**src/shared/card_cfg_pkg.sv**
```systemverilog
`default_nettype none
package card_cfg_pkg;
	// Register indices on the byte port from the two-wire front end
	localparam logic [1:0] ADDR_POWER_IRQ_CFG = 2'h0;
	localparam logic [1:0] ADDR_CONTACT_CTL = 2'h1;
	localparam int ADDR_W = 2;
	localparam int DATA_W = 8;

	// card_power_irq_config field positions
	localparam int CFG_BOOST_BYPASS_BIT = 4;
	localparam int CFG_PULLUP_EN_BIT = 3;
	localparam int CFG_GLITCH_MON_BIT = 2;
	localparam int CFG_IRQ_GATE_BIT = 1;
	localparam int CFG_RST_SRC_BIT = 0;
	localparam logic [7:0] CFG_WRITE_MASK = 8'h1F;
	localparam logic [7:0] CFG_RESET = 8'h00;

	// card_contact_control field positions
	localparam int CTL_IO_ISOLATE_BIT = 6;
	localparam int CTL_CLOCK_HALT_BIT = 5;
	localparam int CTL_CARD_RESET_BIT = 4;
	localparam int CTL_C8_LEVEL_BIT = 3;
	localparam int CTL_C4_LEVEL_BIT = 2;
	localparam int CTL_CLOCK_LEVEL_BIT = 1;
	localparam int CTL_IO_LEVEL_BIT = 0;
	localparam logic [7:0] CTL_WRITE_MASK = 8'h7F;
	localparam logic [7:0] CTL_RESET = 8'h61;

	// Synchroniser depth for pin inputs
	localparam int SYNC_STAGES = 2;
	localparam int PIN_COUNT = 5;

	typedef enum logic [2:0] {
		CLK_RUN = 3'b001,
		CLK_PARKING = 3'b010,
		CLK_HALTED = 3'b100
	} clk_state_type;
endpackage
`default_nettype wire

```
**src/shared/card_contact_if.sv**
```systemverilog
`default_nettype none
interface card_contact_if;
	logic io_isolate;
	logic io_level;
	logic c4_level;
	logic c8_level;
	logic host_io_s;
	logic host_c4_s;
	logic host_c8_s;
	logic card_io_s;
	logic card_io_oe;
	logic card_c4;
	logic card_c8;
	logic host_io_oe;

	modport ctl (
		output io_isolate, io_level, c4_level, c8_level,
		output host_io_s, host_c4_s, host_c8_s, card_io_s,
		input card_io_oe, card_c4, card_c8, host_io_oe
	);
	modport mux (
		input io_isolate, io_level, c4_level, c8_level,
		input host_io_s, host_c4_s, host_c8_s, card_io_s,
		output card_io_oe, card_c4, card_c8, host_io_oe
	);
endinterface
`default_nettype wire

```
**src/logic/card_interface_config_regs.sv**
```systemverilog
`default_nettype none
module card_interface_config_regs (
	// Clock and reset
	input wire logic i_sys_clk,
	input wire logic i_resetn,
	// Register byte port from the two-wire front end
	input wire logic i_reg_wr_en,
	input wire logic [card_cfg_pkg::ADDR_W-1:0] i_reg_addr,
	input wire logic [card_cfg_pkg::DATA_W-1:0] i_reg_wdata,
	output logic [card_cfg_pkg::DATA_W-1:0] o_reg_rdata,
	// Supply control
	input wire logic i_dcdc_on,
	output logic o_boost_en,
	output logic o_supply_glitch_monitor_en,
	// Presence and interrupt
	input wire logic i_card_present,
	input wire logic i_insert_irq,
	input wire logic i_card_supply_irq,
	input wire logic i_other_irq,
	output logic o_pullup_en,
	output logic o_presence_irq_pin_o,
	output logic o_presence_irq_pin_oe,
	// Card reset
	input wire logic i_host_reset_in_pin,
	input wire logic i_hw_activation,
	output logic o_hw_activate_allowed,
	output logic o_card_reset_pin,
	// Card clock
	input wire logic i_card_clk_tick,
	output logic o_card_clock_pin,
	// Contact pins
	input wire logic i_host_io_pin,
	input wire logic i_host_c4_pin,
	input wire logic i_host_c8_pin,
	input wire logic i_card_io_pin,
	output logic o_card_io_pin_o,
	output logic o_card_io_pin_oe,
	output logic o_card_c4_pin,
	output logic o_card_c8_pin,
	output logic o_host_io_pin_o,
	output logic o_host_io_pin_oe
);
	////////////////////////////////////////////////////////////////////
	// Pin synchronisers
	localparam int NP = card_cfg_pkg::PIN_COUNT;
	localparam int NS = card_cfg_pkg::SYNC_STAGES;

	logic [NP-1:0] pin_raw;
	logic [NP-1:0] pin_sync;

	assign pin_raw = {i_host_reset_in_pin, i_card_io_pin, i_host_c8_pin,
		i_host_c4_pin, i_host_io_pin};

	genvar gi;
	generate
		for (gi = 0; gi < NP; gi++) begin : g_sync
			logic [NS-1:0] stage_reg;
			always_ff @(posedge i_sys_clk or negedge i_resetn) begin
				if (!i_resetn) begin
					stage_reg <= {NS{1'b1}};
				end else begin
					stage_reg <= {stage_reg[NS-2:0], pin_raw[gi]};
				end
			end
			assign pin_sync[gi] = stage_reg[NS-1];
		end
	endgenerate

	////////////////////////////////////////////////////////////////////
	// Registers
	logic [7:0] cfg_reg;
	logic [7:0] ctl_reg;

	always_ff @(posedge i_sys_clk or negedge i_resetn) begin
		if (!i_resetn) begin
			cfg_reg <= card_cfg_pkg::CFG_RESET;
		end else if (i_reg_wr_en &&
				i_reg_addr == card_cfg_pkg::ADDR_POWER_IRQ_CFG) begin
			// Reserved top bits are never stored
			cfg_reg <= i_reg_wdata & card_cfg_pkg::CFG_WRITE_MASK;
		end
	end

	always_ff @(posedge i_sys_clk or negedge i_resetn) begin
		if (!i_resetn) begin
			ctl_reg <= card_cfg_pkg::CTL_RESET;
		end else if (i_reg_wr_en &&
				i_reg_addr == card_cfg_pkg::ADDR_CONTACT_CTL) begin
			ctl_reg <= i_reg_wdata & card_cfg_pkg::CTL_WRITE_MASK;
		end
	end

	always_ff @(posedge i_sys_clk or negedge i_resetn) begin
		if (!i_resetn) begin
			o_reg_rdata <= 8'h00;
		end else if (i_reg_addr == card_cfg_pkg::ADDR_POWER_IRQ_CFG) begin
			o_reg_rdata <= cfg_reg;
		end else if (i_reg_addr == card_cfg_pkg::ADDR_CONTACT_CTL) begin
			o_reg_rdata <= ctl_reg;
		end else begin
			o_reg_rdata <= 8'h00;
		end
	end

	logic boost_bypass;
	logic irq_source_gate;
	logic card_reset_source_sel;
	logic card_clock_halt;
	logic card_clock_level;

	assign boost_bypass = cfg_reg[card_cfg_pkg::CFG_BOOST_BYPASS_BIT];
	assign irq_source_gate = cfg_reg[card_cfg_pkg::CFG_IRQ_GATE_BIT];
	assign card_reset_source_sel = cfg_reg[card_cfg_pkg::CFG_RST_SRC_BIT];
	assign card_clock_halt = ctl_reg[card_cfg_pkg::CTL_CLOCK_HALT_BIT];
	assign card_clock_level = ctl_reg[card_cfg_pkg::CTL_CLOCK_LEVEL_BIT];

	////////////////////////////////////////////////////////////////////
	// Supply and presence/interrupt pin
	always_ff @(posedge i_sys_clk or negedge i_resetn) begin
		if (!i_resetn) begin
			o_boost_en <= 1'b0;
			o_pullup_en <= 1'b0;
			o_supply_glitch_monitor_en <= 1'b0;
			o_hw_activate_allowed <= 1'b0;
		end else begin
			o_boost_en <= i_dcdc_on & ~boost_bypass;
			o_pullup_en <= cfg_reg[card_cfg_pkg::CFG_PULLUP_EN_BIT];
			o_supply_glitch_monitor_en <=
				cfg_reg[card_cfg_pkg::CFG_GLITCH_MON_BIT];
			o_hw_activate_allowed <= irq_source_gate;
		end
	end

	logic irq_pull_next;

	always_comb begin
		if (irq_source_gate) begin
			irq_pull_next = i_card_present;
		end else begin
			irq_pull_next = i_insert_irq | i_card_supply_irq | i_other_irq;
		end
	end

	assign o_presence_irq_pin_o = 1'b0;

	always_ff @(posedge i_sys_clk or negedge i_resetn) begin
		if (!i_resetn) begin
			o_presence_irq_pin_oe <= 1'b0;
		end else begin
			o_presence_irq_pin_oe <= irq_pull_next;
		end
	end

	////////////////////////////////////////////////////////////////////
	// Card reset pin
	always_ff @(posedge i_sys_clk or negedge i_resetn) begin
		if (!i_resetn) begin
			o_card_reset_pin <= 1'b0;
		end else if (card_reset_source_sel) begin
			// Host reset pin only steers the card during activation
			o_card_reset_pin <= i_hw_activation & pin_sync[4];
		end else begin
			o_card_reset_pin <= ctl_reg[card_cfg_pkg::CTL_CARD_RESET_BIT];
		end
	end

	////////////////////////////////////////////////////////////////////
	// Card clock: edges only on prescaler ticks, so halting and
	// resuming never shortens a phase
	card_cfg_pkg::clk_state_type clk_state_reg;
	logic card_clk_reg;

	always_ff @(posedge i_sys_clk or negedge i_resetn) begin
		if (!i_resetn) begin
			clk_state_reg <= card_cfg_pkg::CLK_HALTED;
		end else begin
			case (clk_state_reg)
				card_cfg_pkg::CLK_RUN: begin
					if (card_clock_halt) begin
						clk_state_reg <= card_cfg_pkg::CLK_PARKING;
					end
				end
				card_cfg_pkg::CLK_PARKING: begin
					if (!card_clock_halt) begin
						clk_state_reg <= card_cfg_pkg::CLK_RUN;
					end else if (card_clk_reg == card_clock_level ||
							i_card_clk_tick) begin
						clk_state_reg <= card_cfg_pkg::CLK_HALTED;
					end
				end
				card_cfg_pkg::CLK_HALTED: begin
					if (!card_clock_halt) begin
						clk_state_reg <= card_cfg_pkg::CLK_RUN;
					end else if (card_clk_reg != card_clock_level) begin
						clk_state_reg <= card_cfg_pkg::CLK_PARKING;
					end
				end
				default: begin
					clk_state_reg <= card_cfg_pkg::CLK_HALTED;
				end
			endcase
		end
	end

	always_ff @(posedge i_sys_clk or negedge i_resetn) begin
		if (!i_resetn) begin
			card_clk_reg <= 1'b0;
		end else if (i_card_clk_tick &&
				(clk_state_reg == card_cfg_pkg::CLK_RUN ||
				(clk_state_reg == card_cfg_pkg::CLK_PARKING &&
				card_clk_reg != card_clock_level))) begin
			card_clk_reg <= ~card_clk_reg;
		end
	end

	assign o_card_clock_pin = card_clk_reg;

	////////////////////////////////////////////////////////////////////
	// Contact routing
	card_contact_if contact ();

	assign contact.io_isolate = ctl_reg[card_cfg_pkg::CTL_IO_ISOLATE_BIT];
	assign contact.io_level = ctl_reg[card_cfg_pkg::CTL_IO_LEVEL_BIT];
	assign contact.c4_level = ctl_reg[card_cfg_pkg::CTL_C4_LEVEL_BIT];
	assign contact.c8_level = ctl_reg[card_cfg_pkg::CTL_C8_LEVEL_BIT];
	assign contact.host_io_s = pin_sync[0];
	assign contact.host_c4_s = pin_sync[1];
	assign contact.host_c8_s = pin_sync[2];
	assign contact.card_io_s = pin_sync[3];

	card_contact_mux u_mux (
		.i_sys_clk(i_sys_clk),
		.i_resetn(i_resetn),
		.bus(contact.mux)
	);

	assign o_card_io_pin_o = 1'b0;
	assign o_card_io_pin_oe = contact.card_io_oe;
	assign o_card_c4_pin = contact.card_c4;
	assign o_card_c8_pin = contact.card_c8;
	assign o_host_io_pin_o = 1'b0;
	assign o_host_io_pin_oe = contact.host_io_oe;
endmodule // card_interface_config_regs
`default_nettype wire

```
**src/logic/card_contact_mux.sv**
```systemverilog
`default_nettype none
module card_contact_mux (
	// Clock and reset
	input wire logic i_sys_clk,
	input wire logic i_resetn,
	// Contact levels and pins
	card_contact_if.mux bus
);
	always_ff @(posedge i_sys_clk or negedge i_resetn) begin
		if (!i_resetn) begin
			bus.card_c4 <= 1'b0;
			bus.card_c8 <= 1'b0;
		end else if (bus.io_isolate) begin
			bus.card_c4 <= bus.c4_level;
			bus.card_c8 <= bus.c8_level;
		end else begin
			bus.card_c4 <= bus.host_c4_s;
			bus.card_c8 <= bus.host_c8_s;
		end
	end

	// I/O line is open drain on both sides; the side that pulled
	// first keeps ownership so the two drivers cannot latch low
	always_ff @(posedge i_sys_clk or negedge i_resetn) begin
		if (!i_resetn) begin
			bus.card_io_oe <= 1'b0;
			bus.host_io_oe <= 1'b0;
		end else if (bus.io_isolate) begin
			bus.card_io_oe <= ~bus.io_level;
			bus.host_io_oe <= 1'b0;
		end else begin
			bus.card_io_oe <= ~bus.host_io_s & ~bus.host_io_oe;
			bus.host_io_oe <= ~bus.card_io_s & ~bus.card_io_oe;
		end
	end
endmodule // card_contact_mux
`default_nettype wire

```
**config.mk**
```make
export PLATFORM = sky130hd
export DESIGN_NAME = card_interface_config_regs
export DESIGN_NICKNAME = d
export VERILOG_FILES = /design/src/shared/card_cfg_pkg.sv /design/src/shared/card_contact_if.sv /design/src/logic/card_interface_config_regs.sv /design/src/logic/card_contact_mux.sv
export SDC_FILE = /design/constraint.sdc
export NUM_CORES = 1
export LEC_CHECK = 0
export ABC_AREA = 1
export BUFFER_PORTS_ARGS = -buffer_cell sky130_fd_sc_hd__buf_4
export CAP_MARGIN = 20
export CORE_UTILIZATION = 39
export DETAILED_ROUTE_END_ITERATION = 7
export PLACE_DENSITY_LB_ADDON = 0.05
export SYNTH_ARGS = -nofsm -noshare
export SYNTH_HDL_FRONTEND = slang
export SYNTH_SLANG_ARGS = --single-unit
```
**constraint.sdc**
```tcl
create_clock -name i_sys_clk -period 1.05 [get_ports i_sys_clk]
set_input_delay 0.0525 -clock i_sys_clk [delete_from_list [all_inputs] [get_ports i_sys_clk]]
set_output_delay 0.0525 -clock i_sys_clk [all_outputs]
set_load 0.005 [all_outputs]
```
; ---- Yosys cells after proc, flatten, opt, wreduce, memory -nomap -nowiden
; Index checks and enable logic that the tools add are counted.
[totals]
reg_bits = 44
in_bits = 25
[classes]
n_eq_ne = 9
n_mux = 14
bitwise_logic = 13
n_reduce_logical = 8
[ops]
columns = op, count
row1 = 3-bit 2-to-1 mux, 5
row2 = 3-bit one-hot mux with 3 select lines, 1
row3 = 8-bit 2-to-1 mux, 1
row4 = 7-bit 2-to-1 mux, 1
row5 = 1-bit inverter, 7
row6 = 1-bit 2-to-1 mux, 6
row7 = "3-bit != test, second input constant", 2
row8 = 1-bit bitwise AND, 4
row9 = 1-bit logical AND, 4
row10 = "3-bit by 1-bit == test with 1-bit output, second input constant", 1
row11 = "3-bit by 2-bit == test with 1-bit output, second input constant", 1
row12 = "3-bit == test, second input constant", 1
row13 = 3-bit AND reduction, 1
row14 = "2-bit by 1-bit == test with 1-bit output, second input constant", 1
row15 = 2-bit zero test, 1
row16 = 1-bit logical OR, 2
row17 = "2-bit != test, second input constant", 1
row18 = 1-bit OR, 2
row19 = 1-bit == test, 1
row20 = 1-bit != test, 1

; ---- Logic depth before layout (Yosys ltp)
; Gate-level depths: netlist of run 1.
[depth]
ltp_word = 5
depth_mapped = 8
depth_no_buf = 8

; ---- By module
; From an unflattened synthesis of run 1, not the netlist that was laid out.
[unflattened]
cells_unflattened = 154
hier_area_um2 = 1636.6
[by_module_without_submodules]
columns = module, n_inst, cells_each, area_per_inst_um2, seq_area_each_um2
row1 = card_interface_config_regs, 1, 137, 1486.4, 993.5
row2 = card_contact_mux, 1, 17, 150.1, 100.1

; ---- Worst setup path after synthesis of run 1
; No wires, ideal clock.
[synth_timing]
path_kind = reg2reg
from = reg ctl_reg[5]
to = reg clk_state_reg[1]
setup_time_ps = 117
arrival_ps = 901
required_time_ps = 933
path_slack_ps = 31
stages_incl_launch_ff = 6
path_buffers = 0
period_less_slack_ps = 1019
path_cell_list = dfstp_2 nand3_1 nor2_1 nor2_1 nand3_1 nand2_1
[synth_between]
elab_chain_cells = 2
[synth_lines]
columns = element, line
row1 = "start, declared", card_interface_config_regs.sv:72  ; logic [7:0] ctl_reg;
row2 = "start signal, assigned", card_interface_config_regs.sv:86  ; ctl_reg <= card_cfg_pkg::CTL_RESET;
row3 = "start signal, assigned", card_interface_config_regs.sv:89  ; ctl_reg <= i_reg_wdata & card_cfg_pkg::CTL_WRITE_MASK;
row4 = 3-bit != test (no source line) (tied with other cells), --
row5 = 3-bit AND reduction (no source line) or 3-bit one-hot mux with 3 select lines (tied branches), --
row6 = "end signal, assigned", card_interface_config_regs.sv:175  ; clk_state_reg <= card_cfg_pkg::CLK_HALTED;
row7 = "end signal, assigned", card_interface_config_regs.sv:180  ; clk_state_reg <= card_cfg_pkg::CLK_PARKING;
row8 = "end signal, assigned", card_interface_config_regs.sv:185  ; clk_state_reg <= card_cfg_pkg::CLK_RUN;
row9 = "end, declared", card_interface_config_regs.sv:170  ; card_cfg_pkg::clk_state_type clk_state_reg;
; Several ways; a longest one is shown, not always the timed one.
; A chain may end at the register's enable or synchronous reset.

; ---- Worst setup path after layout of run 1
; Same ends and word-level chain as after synthesis.

==> results.sh, run 1 <==
export IMPL_outcome="finished, violations left"
export IMPL_violations="negative setup slack"
export IMPL_p_leak_nw=1.132
export IMPL_grt_pass1_wl_um=5361
export IMPL_whs_ns=0.006890
export IMPL_min_period_ns=1.123
export IMPL_gp_congestion=0.7833
export IMPL_fin_nets=239
export IMPL_root_buffer="clkbuf_8"
export IMPL_worstSetupPathType="register to register"
export IMPL_slew_headroom=0.6601
export IMPL_wl_per_cell_um=12.06
export IMPL_cp_top_family="flip-flops"
export IMPL_dieArea_sq_mm=0.004436
export IMPL_fin_ws_ns=-0.07276
export IMPL_num_rows=23
export IMPL_grt_ovfl_total=0
export IMPL_grt_antenna_before_repair=0
export IMPL_min_path_type="primary input to register"
export IMPL_synth_compound_area_share=0.08839
export IMPL_crit_required_ns=1.24
export IMPL_synth_adder_area_share=0
export IMPL_worst_setup_path_end_kind="register"
export IMPL_cp_startpoint="ctl_reg[5]"
export IMPL_setup_viol=3
export IMPL_grt_pass1_vias=1207
export IMPL_synth_top_family_by_area="simple AND/OR/NAND/NOR gates"
export IMPL_synth_mux_area_frac=0
export IMPL_cp_max_fo=4
export IMPL_hold_viol=0
export IMPL_min_from="i_reg_wdata[0]"
export IMPL_die_h_um=66.61
export IMPL_final_common_cell="buf_4"
export IMPL_layout_cells_non_filler=265
export IMPL_dieWidth_um=66.61
export IMPL_finalMaxSlewViolations=0
export IMPL_viasPerCell=4.540
export IMPL_synthSimpleGateAreaFrac=0.1706
export IMPL_num_antenna_cells=0
export IMPL_tightest_slew_ns=0.5099
export IMPL_fin_util=0.5671
export IMPL_period_share=1.069
export IMPL_core_area_sq_mm=0.004000
export IMPL_wl_um=3197
export IMPL_num_vias=1203
export IMPL_dr_pass1_iters=4
export IMPL_cp_num_buf_inv=0
export IMPL_placement_io_buffers=41
export IMPL_max_stage_delay_ns=0.59
export IMPL_clk_pin_slew_ns=0.08
export IMPL_drive_above_1_share=0.4465
export IMPL_fmax_mhz=890.7
export IMPL_dp_cells=244
export IMPL_powerDensity_mw_per_mm2=1943
export IMPL_crit_chain="nand3_2 -> nor2_4 -> nor2_2 -> nand3_1 -> nand2_1"
export IMPL_syn_area_per_cell_sq_um=10.71
export IMPL_synthXorXnorAreaFrac=0
export IMPL_cts_sinks=43
export IMPL_initial_utilization=0.4069
export IMPL_grtUsageTotal=0.1679
export IMPL_synth_distinct_cells=21
export IMPL_ios=47
export IMPL_area_growth_pct=39.35
export IMPL_ys_seq_area_frac=0.6718
export IMPL_ys_warn_count=0
export IMPL_postSynthCellCount=152
export IMPL_final_cell_mix="buf_4, nand2_1, dfrtp_1"
export IMPL_numCtsBuffers=5
export IMPL_syn_area_sq_mm=0.001628
export IMPL_place_hpwl_um=2180
export IMPL_cts_tree="done"
export IMPL_insertion_delay_ns=0.29
export IMPL_largest_register_ffs=10
export IMPL_rsz0062_at_grt="true"
export IMPL_r2r_start="ctl_reg[5]"
export IMPL_grt_max_degree=44
export IMPL_first_iter_violations=50
export IMPL_critPathLaunchType="register"
export IMPL_crit_arrival_ns=1.31
export IMPL_drv_cap=0
export IMPL_ys_seq_elements=43
export IMPL_fin_skew_ns=0.006515
export IMPL_vdd_drop_max_mv=0.9822
export IMPL_antenna_left=0
export IMPL_drc=0
export IMPL_critical_path_slowest_cell="dfstp_2"
export IMPL_cts_max_path_buffers=2
export IMPL_htreeDepth=2
==> through the flow <==
stage               power (mW)  cell area (sq um)  setup WS (ns)   TNS [ns]
floorplan                2.629               1639        0.03117          0
global placement         3.016               1991      -0.008933  -0.008933
detailed placement       3.063               1991       -0.05620   -0.09979
CTS                      4.295               2226       -0.04916   -0.09218
global route             4.686               2268        -0.1563    -0.4590
finish                   4.407               2268       -0.07276    -0.1721
==> metal layers <==
layer  GRT usage  vias to the layer above  wire length [um]
li1            -                      593                 -
met4     0.08245                        0                76
met3     0.04452                       10               139
met5           0                        -                 0
met2      0.2765                       33              1634
met1      0.2013                      567              1346
==> layout make-up <==
type / instances / area [sq um]
Inverter: 18 / 67.56
Clock buffer: 6 / 82.58
Clock inverter: 2 / 16.27
Sequential cell: 43 / 1094
Tap cell: 50 / 62.56
Fill cell: 363 / 1732
Timing Repair Buffer: 57 / 460.4
Multi-Input combinational cell: 89 / 485.5
==> power breakdown <==
part           internal [mW]  leakage (nW)  switching, mW
registers               1.95         0.515          0.203
clock network          0.537        0.0474          0.564
logic                  0.571         0.570          0.580
total                   3.06          1.13           1.35
==> cell usage after synthesis <==
library cell	count	share of area
buf_6	1	0.0069
inv_1	16	0.037
a31oi_1	1	0.0038
a22o_1	3	0.016
dfrtp_1	29	0.45
a21oi_2	2	0.011
conb_1	1	0.0023
nand2_2	1	0.0038
nor2_2	2	0.0077
nand3_1	10	0.031
buf_4	4	0.018
o21ai_0	5	0.015
dfstp_2	14	0.23
o21ai_2	5	0.027
o21ai_1	5	0.015
nor2_1	11	0.025
nand2_4	1	0.0069
nor2_4	1	0.0069
inv_2	2	0.0046
nor3_1	2	0.0061
nand2_1	36	0.083
==> final timing paths <==
check                                              end  depth (start not counted)  slack [ns]
worst min register to register  g_sync[2].stage_reg[1]                          0        0.36
min in group asynchronous             clk_state_reg[1]                          2        0.28
max in group asynchronous                   ctl_reg[6]                          2        0.41
worst max-delay path                  clk_state_reg[1]                          5       -0.07
worst min-delay path                        ctl_reg[0]                          3       0.007
worst max register to register        clk_state_reg[1]                          5       -0.07
==> logic make-up after synthesis <==
group | after synthesis
AO/OA/AOI/OAI | 21
flip-flops | 43
AND/OR/NAND/NOR | 64
other | 1
buffers and inverters | 23
==> worst reg2reg max path: cells and delay by family (launching register included) <==
family | cells | cell delay [ns]
flops | 1 | 0.59
simple gates | 5 | 0.43
==> repair_timing <==
item	4_1_cts	5_1_grt
cloned	0	0
hold endpoints to repair	38	0
pin swaps	3	7
hold buffers	10	0
resized for setup	9	8
buffers inserted	2	1
endpoints found under the setup margin	3	5
Power figures use the tool's default switching activity.
==> run 2, diff against run 1 <==
ABC_AREA = not set   (was 1)
==> run 2 against run 1 <==
Against the previous run:
- the flow still finishes with violations (negative setup slack)
- total power rose by 8.1%
- area after synthesis about the same
- setup slack got worse by 0.014 ns
- die area about the same
- register-to-register slack about the same
- sequential share of layout area shrank 2.3 points
- critical path depth is 1 lower
- sequential power increased by 7%
- count of clock-buffer cells in the layout is the same
- sequential cell count stayed put
- critical endpoint is now clk_state_reg[2]
==> results.sh, run 2 <==
export IMPL_multi_input_area_sq_um=556.8
export IMPL_crit_arrival_ns=1.37
export IMPL_p_leak_nw=1.131
export IMPL_cp_max_fo=5
export IMPL_antenna_left=0
export IMPL_max_stage_delay_ns=0.58
export IMPL_hold_viol=0
export IMPL_grt_antenna_before_repair=0
export IMPL_cp_startpoint="clk_state_reg[2]"
export IMPL_powerDensity_mw_per_mm2=1993
export IMPL_syn_area_per_cell_sq_um=14.95
export IMPL_fin_ws_ns=-0.08714
export IMPL_synth_enable_flop_cells=0
export IMPL_final_common_cell="buf_4"
export IMPL_area_growth_pct=46.70
export IMPL_num_antenna_cells=0
export IMPL_wl_per_cell_um=14.05
export IMPL_cts_tree="done"
export IMPL_dieArea_sq_mm=0.004440
export IMPL_min_path_type="primary input to register"
export IMPL_period_share=1.083
export IMPL_grtUsageTotal=0.1639
export IMPL_async_reset_ff_frac=1.000
export IMPL_crit_chain="buf_4 -> nor4b_4 -> o21ai_2 -> and3_1"
export IMPL_p_sw_mw=1.283
export IMPL_syn_area_sq_mm=0.001629
export IMPL_place_hpwl_um=2151
export IMPL_crit_required_ns=1.28
export IMPL_grt_pass1_vias=1097
export IMPL_ios=47
export IMPL_whs_ns=0.03568
export IMPL_initial_utilization=0.4073
export IMPL_violations="negative setup slack"
export IMPL_vdd_drop_max_mv=1.021
export IMPL_gp_congestion=0.6916
export IMPL_first_iter_violations=48
export IMPL_insertion_delay_ns=0.29
export IMPL_postSynthCellCount=109
export IMPL_worstSetupPathType="register to register"
export IMPL_grt_max_degree=44
export IMPL_crit_end="clk_state_reg[2]"
export IMPL_synth_most_common_cell="dfrtp_1"
export IMPL_grt_pass1_wl_um=5154
export IMPL_fmax_mhz=879.4
export IMPL_switching_share=0.2694
export IMPL_rsz0062_at_grt="true"
export IMPL_ys_seq_area_frac=0.6713
export IMPL_setup_viol=3
export IMPL_viasPerCell=4.684
export IMPL_synth_top_area_cell="dfrtp_1"
export IMPL_dr_pass1_iters=6
export IMPL_largest_register_ffs=10
export IMPL_clk_pin_slew_ns=0.08
export IMPL_p_int_mw=3.480
export IMPL_ys_flop_type="dfrtp_1"
export IMPL_grt_ovfl_total=0
export IMPL_num_rows=23
export IMPL_cts_sinks=43
export IMPL_ys_top_cells_by_count="dfrtp_1, dfstp_2, nor2_1"
export IMPL_synth_distinct_cells=29
export IMPL_num_vias=1082
export IMPL_critPathLaunchType="register"
export IMPL_root_buffer="clkbuf_8"
export IMPL_drv_cap=0
export IMPL_worst_setup_path_end_kind="register"
export IMPL_min_period_ns=1.137
export IMPL_clockPowerShare=0.276
export IMPL_drc=0
export IMPL_dieWidth_um=66.63
export IMPL_drive_above_1_share=0.5470
export IMPL_fin_nets=205
export IMPL_wl_um=3246
export IMPL_placement_io_buffers=41
export IMPL_yosys_top_cells_area="dfrtp_1, dfstp_2, mux2_4, mux2_2, mux2i_1"
export IMPL_core_area_sq_mm=0.004000
export IMPL_finalMaxSlewViolations=0
export IMPL_seq_power_share=0.484
export IMPL_ys_warn_count=0
export IMPL_cts_max_path_buffers=2
export IMPL_r2r_slack_ns=-0.09
export IMPL_regArea_sq_mm=0.001096
export IMPL_tightest_slew_ns=0.5382
export IMPL_ff2ff_path_depth=4
export IMPL_pwr_share_comb=0.240
export IMPL_synth_top_area_share=0.4455
export IMPL_r2r_end="clk_state_reg[2]"
export IMPL_fin_skew_ns=0.003593
export IMPL_outcome="finished, violations left"
export IMPL_r2r_start="clk_state_reg[2]"
export IMPL_ys_seq_elements=43
export IMPL_final_cell_mix="buf_4, dfrtp_1, dlygate4sd3_1"
export IMPL_numCtsBuffers=5
export IMPL_htreeDepth=2
export IMPL_slew_headroom=0.6412
export IMPL_critical_path_slowest_cell="dfstp_2"
export IMPL_fill_cells=333
export IMPL_die_h_um=66.63
export IMPL_fin_util=0.5974
==> run 2: cell types whose count changed in the layout (fill, tap and decap cells not counted), moves of 5 or more <==
cell | previous run | this run
buf_4 | 45 | 50
dlygate4sd3_1 | 10 | 17
inv_1 | 14 | 3
mux2_2 | 0 | 7
mux2_4 | 0 | 7
mux2i_1 | 0 | 5
nand2_1 | 34 | 1
nand3_1 | 7 | 2
nor2_2 | 5 | 0
o21ai_1 | 5 | 0
==> run 2: repair_timing <==
item | CTS | global route
resized for setup | 8 | 1
hold endpoints to repair | 49 | 1
pin swaps | 4 | 6
buffers inserted | 1 | 1
endpoints found under the setup margin | 4 | 4
hold buffers | 16 | 1
==> run 2: cell type report <==
cell class,instances,share of cell area
flip-flops and latches,43,0.4586
multi-input cells,60,0.2330
repair buffers,67,0.2283
clock buffers,6,0.03456
well taps,50,0.02618
clock inverters,2,0.01466
inverters,3,0.004712
==> run 2: logic make-up after synthesis <==
family / share of synthesized area
AO/OA/AOI/OAI: 0.03226
XOR/XNOR: 0.01075
buffers and inverters: 0.03533
flip-flops: 0.6713
multiplexers: 0.1436
other: 0.002302
AND/OR/NAND/NOR: 0.1045
==> run 2: metrics by stage <==
step           power [mW]  setup slack, ns  setup TNS (ns)  cell area [sq um]  cells
2_1_floorplan       2.760         0.002322               0               1667    112
3_3_place_gp        3.135         -0.01141        -0.02026               2041    204
3_5_place_dp        3.200          -0.1144         -0.2639               2041    204
4_1_cts             4.740         -0.06820         -0.1713               2365    229
5_1_grt             5.017          -0.1004         -0.3179               2390    231
6_report            4.763         -0.08714         -0.1839               2390    231
==> run 2: critical path, delay by kind of cell (launching register included) <==
family          cells  cell delay, ns
flops               1            0.58
simple gates        2            0.22
compound gates      1            0.16
buf+inv             1            0.13
==> run 2: how the worst min path moves through the flow <==
stage | start | to | slack (ns) | cells past startpoint
after floorplan | i_resetn | cfg_reg[0] | -0.24 | 0
after global placement | i_resetn | o_boost_en | 0.06 | 1
after detailed placement | i_resetn | o_boost_en | 0.07 | 1
after CTS | i_card_clk_tick | o_card_clock_pin | -0.02 | 2
after global routing | i_other_irq | o_presence_irq_pin_oe | 0.02 | 3
final | i_other_irq | o_presence_irq_pin_oe | 0.04 | 3
==> run 2: metal layers <==
layer	wire, um	vias to the layer above	global-route usage	part of all wire
met4	64	0	0.07979	0.020
li1	-	504	-	-
met2	1755	27	0.2942	0.54
met1	1298	545	0.1749	0.40
met5	0	-	0	0
met3	128	6	0.04452	0.039
==> run 2: power by group through the flow <==
stage	clock network [mW]	registers, mW	logic (mW)
floorplan	0	2.20	0.556
global placement	0	2.26	0.878
detailed placement	0	2.28	0.918
CTS	1.35	2.30	1.09
global route	1.43	2.35	1.24
finish	1.31	2.31	1.14
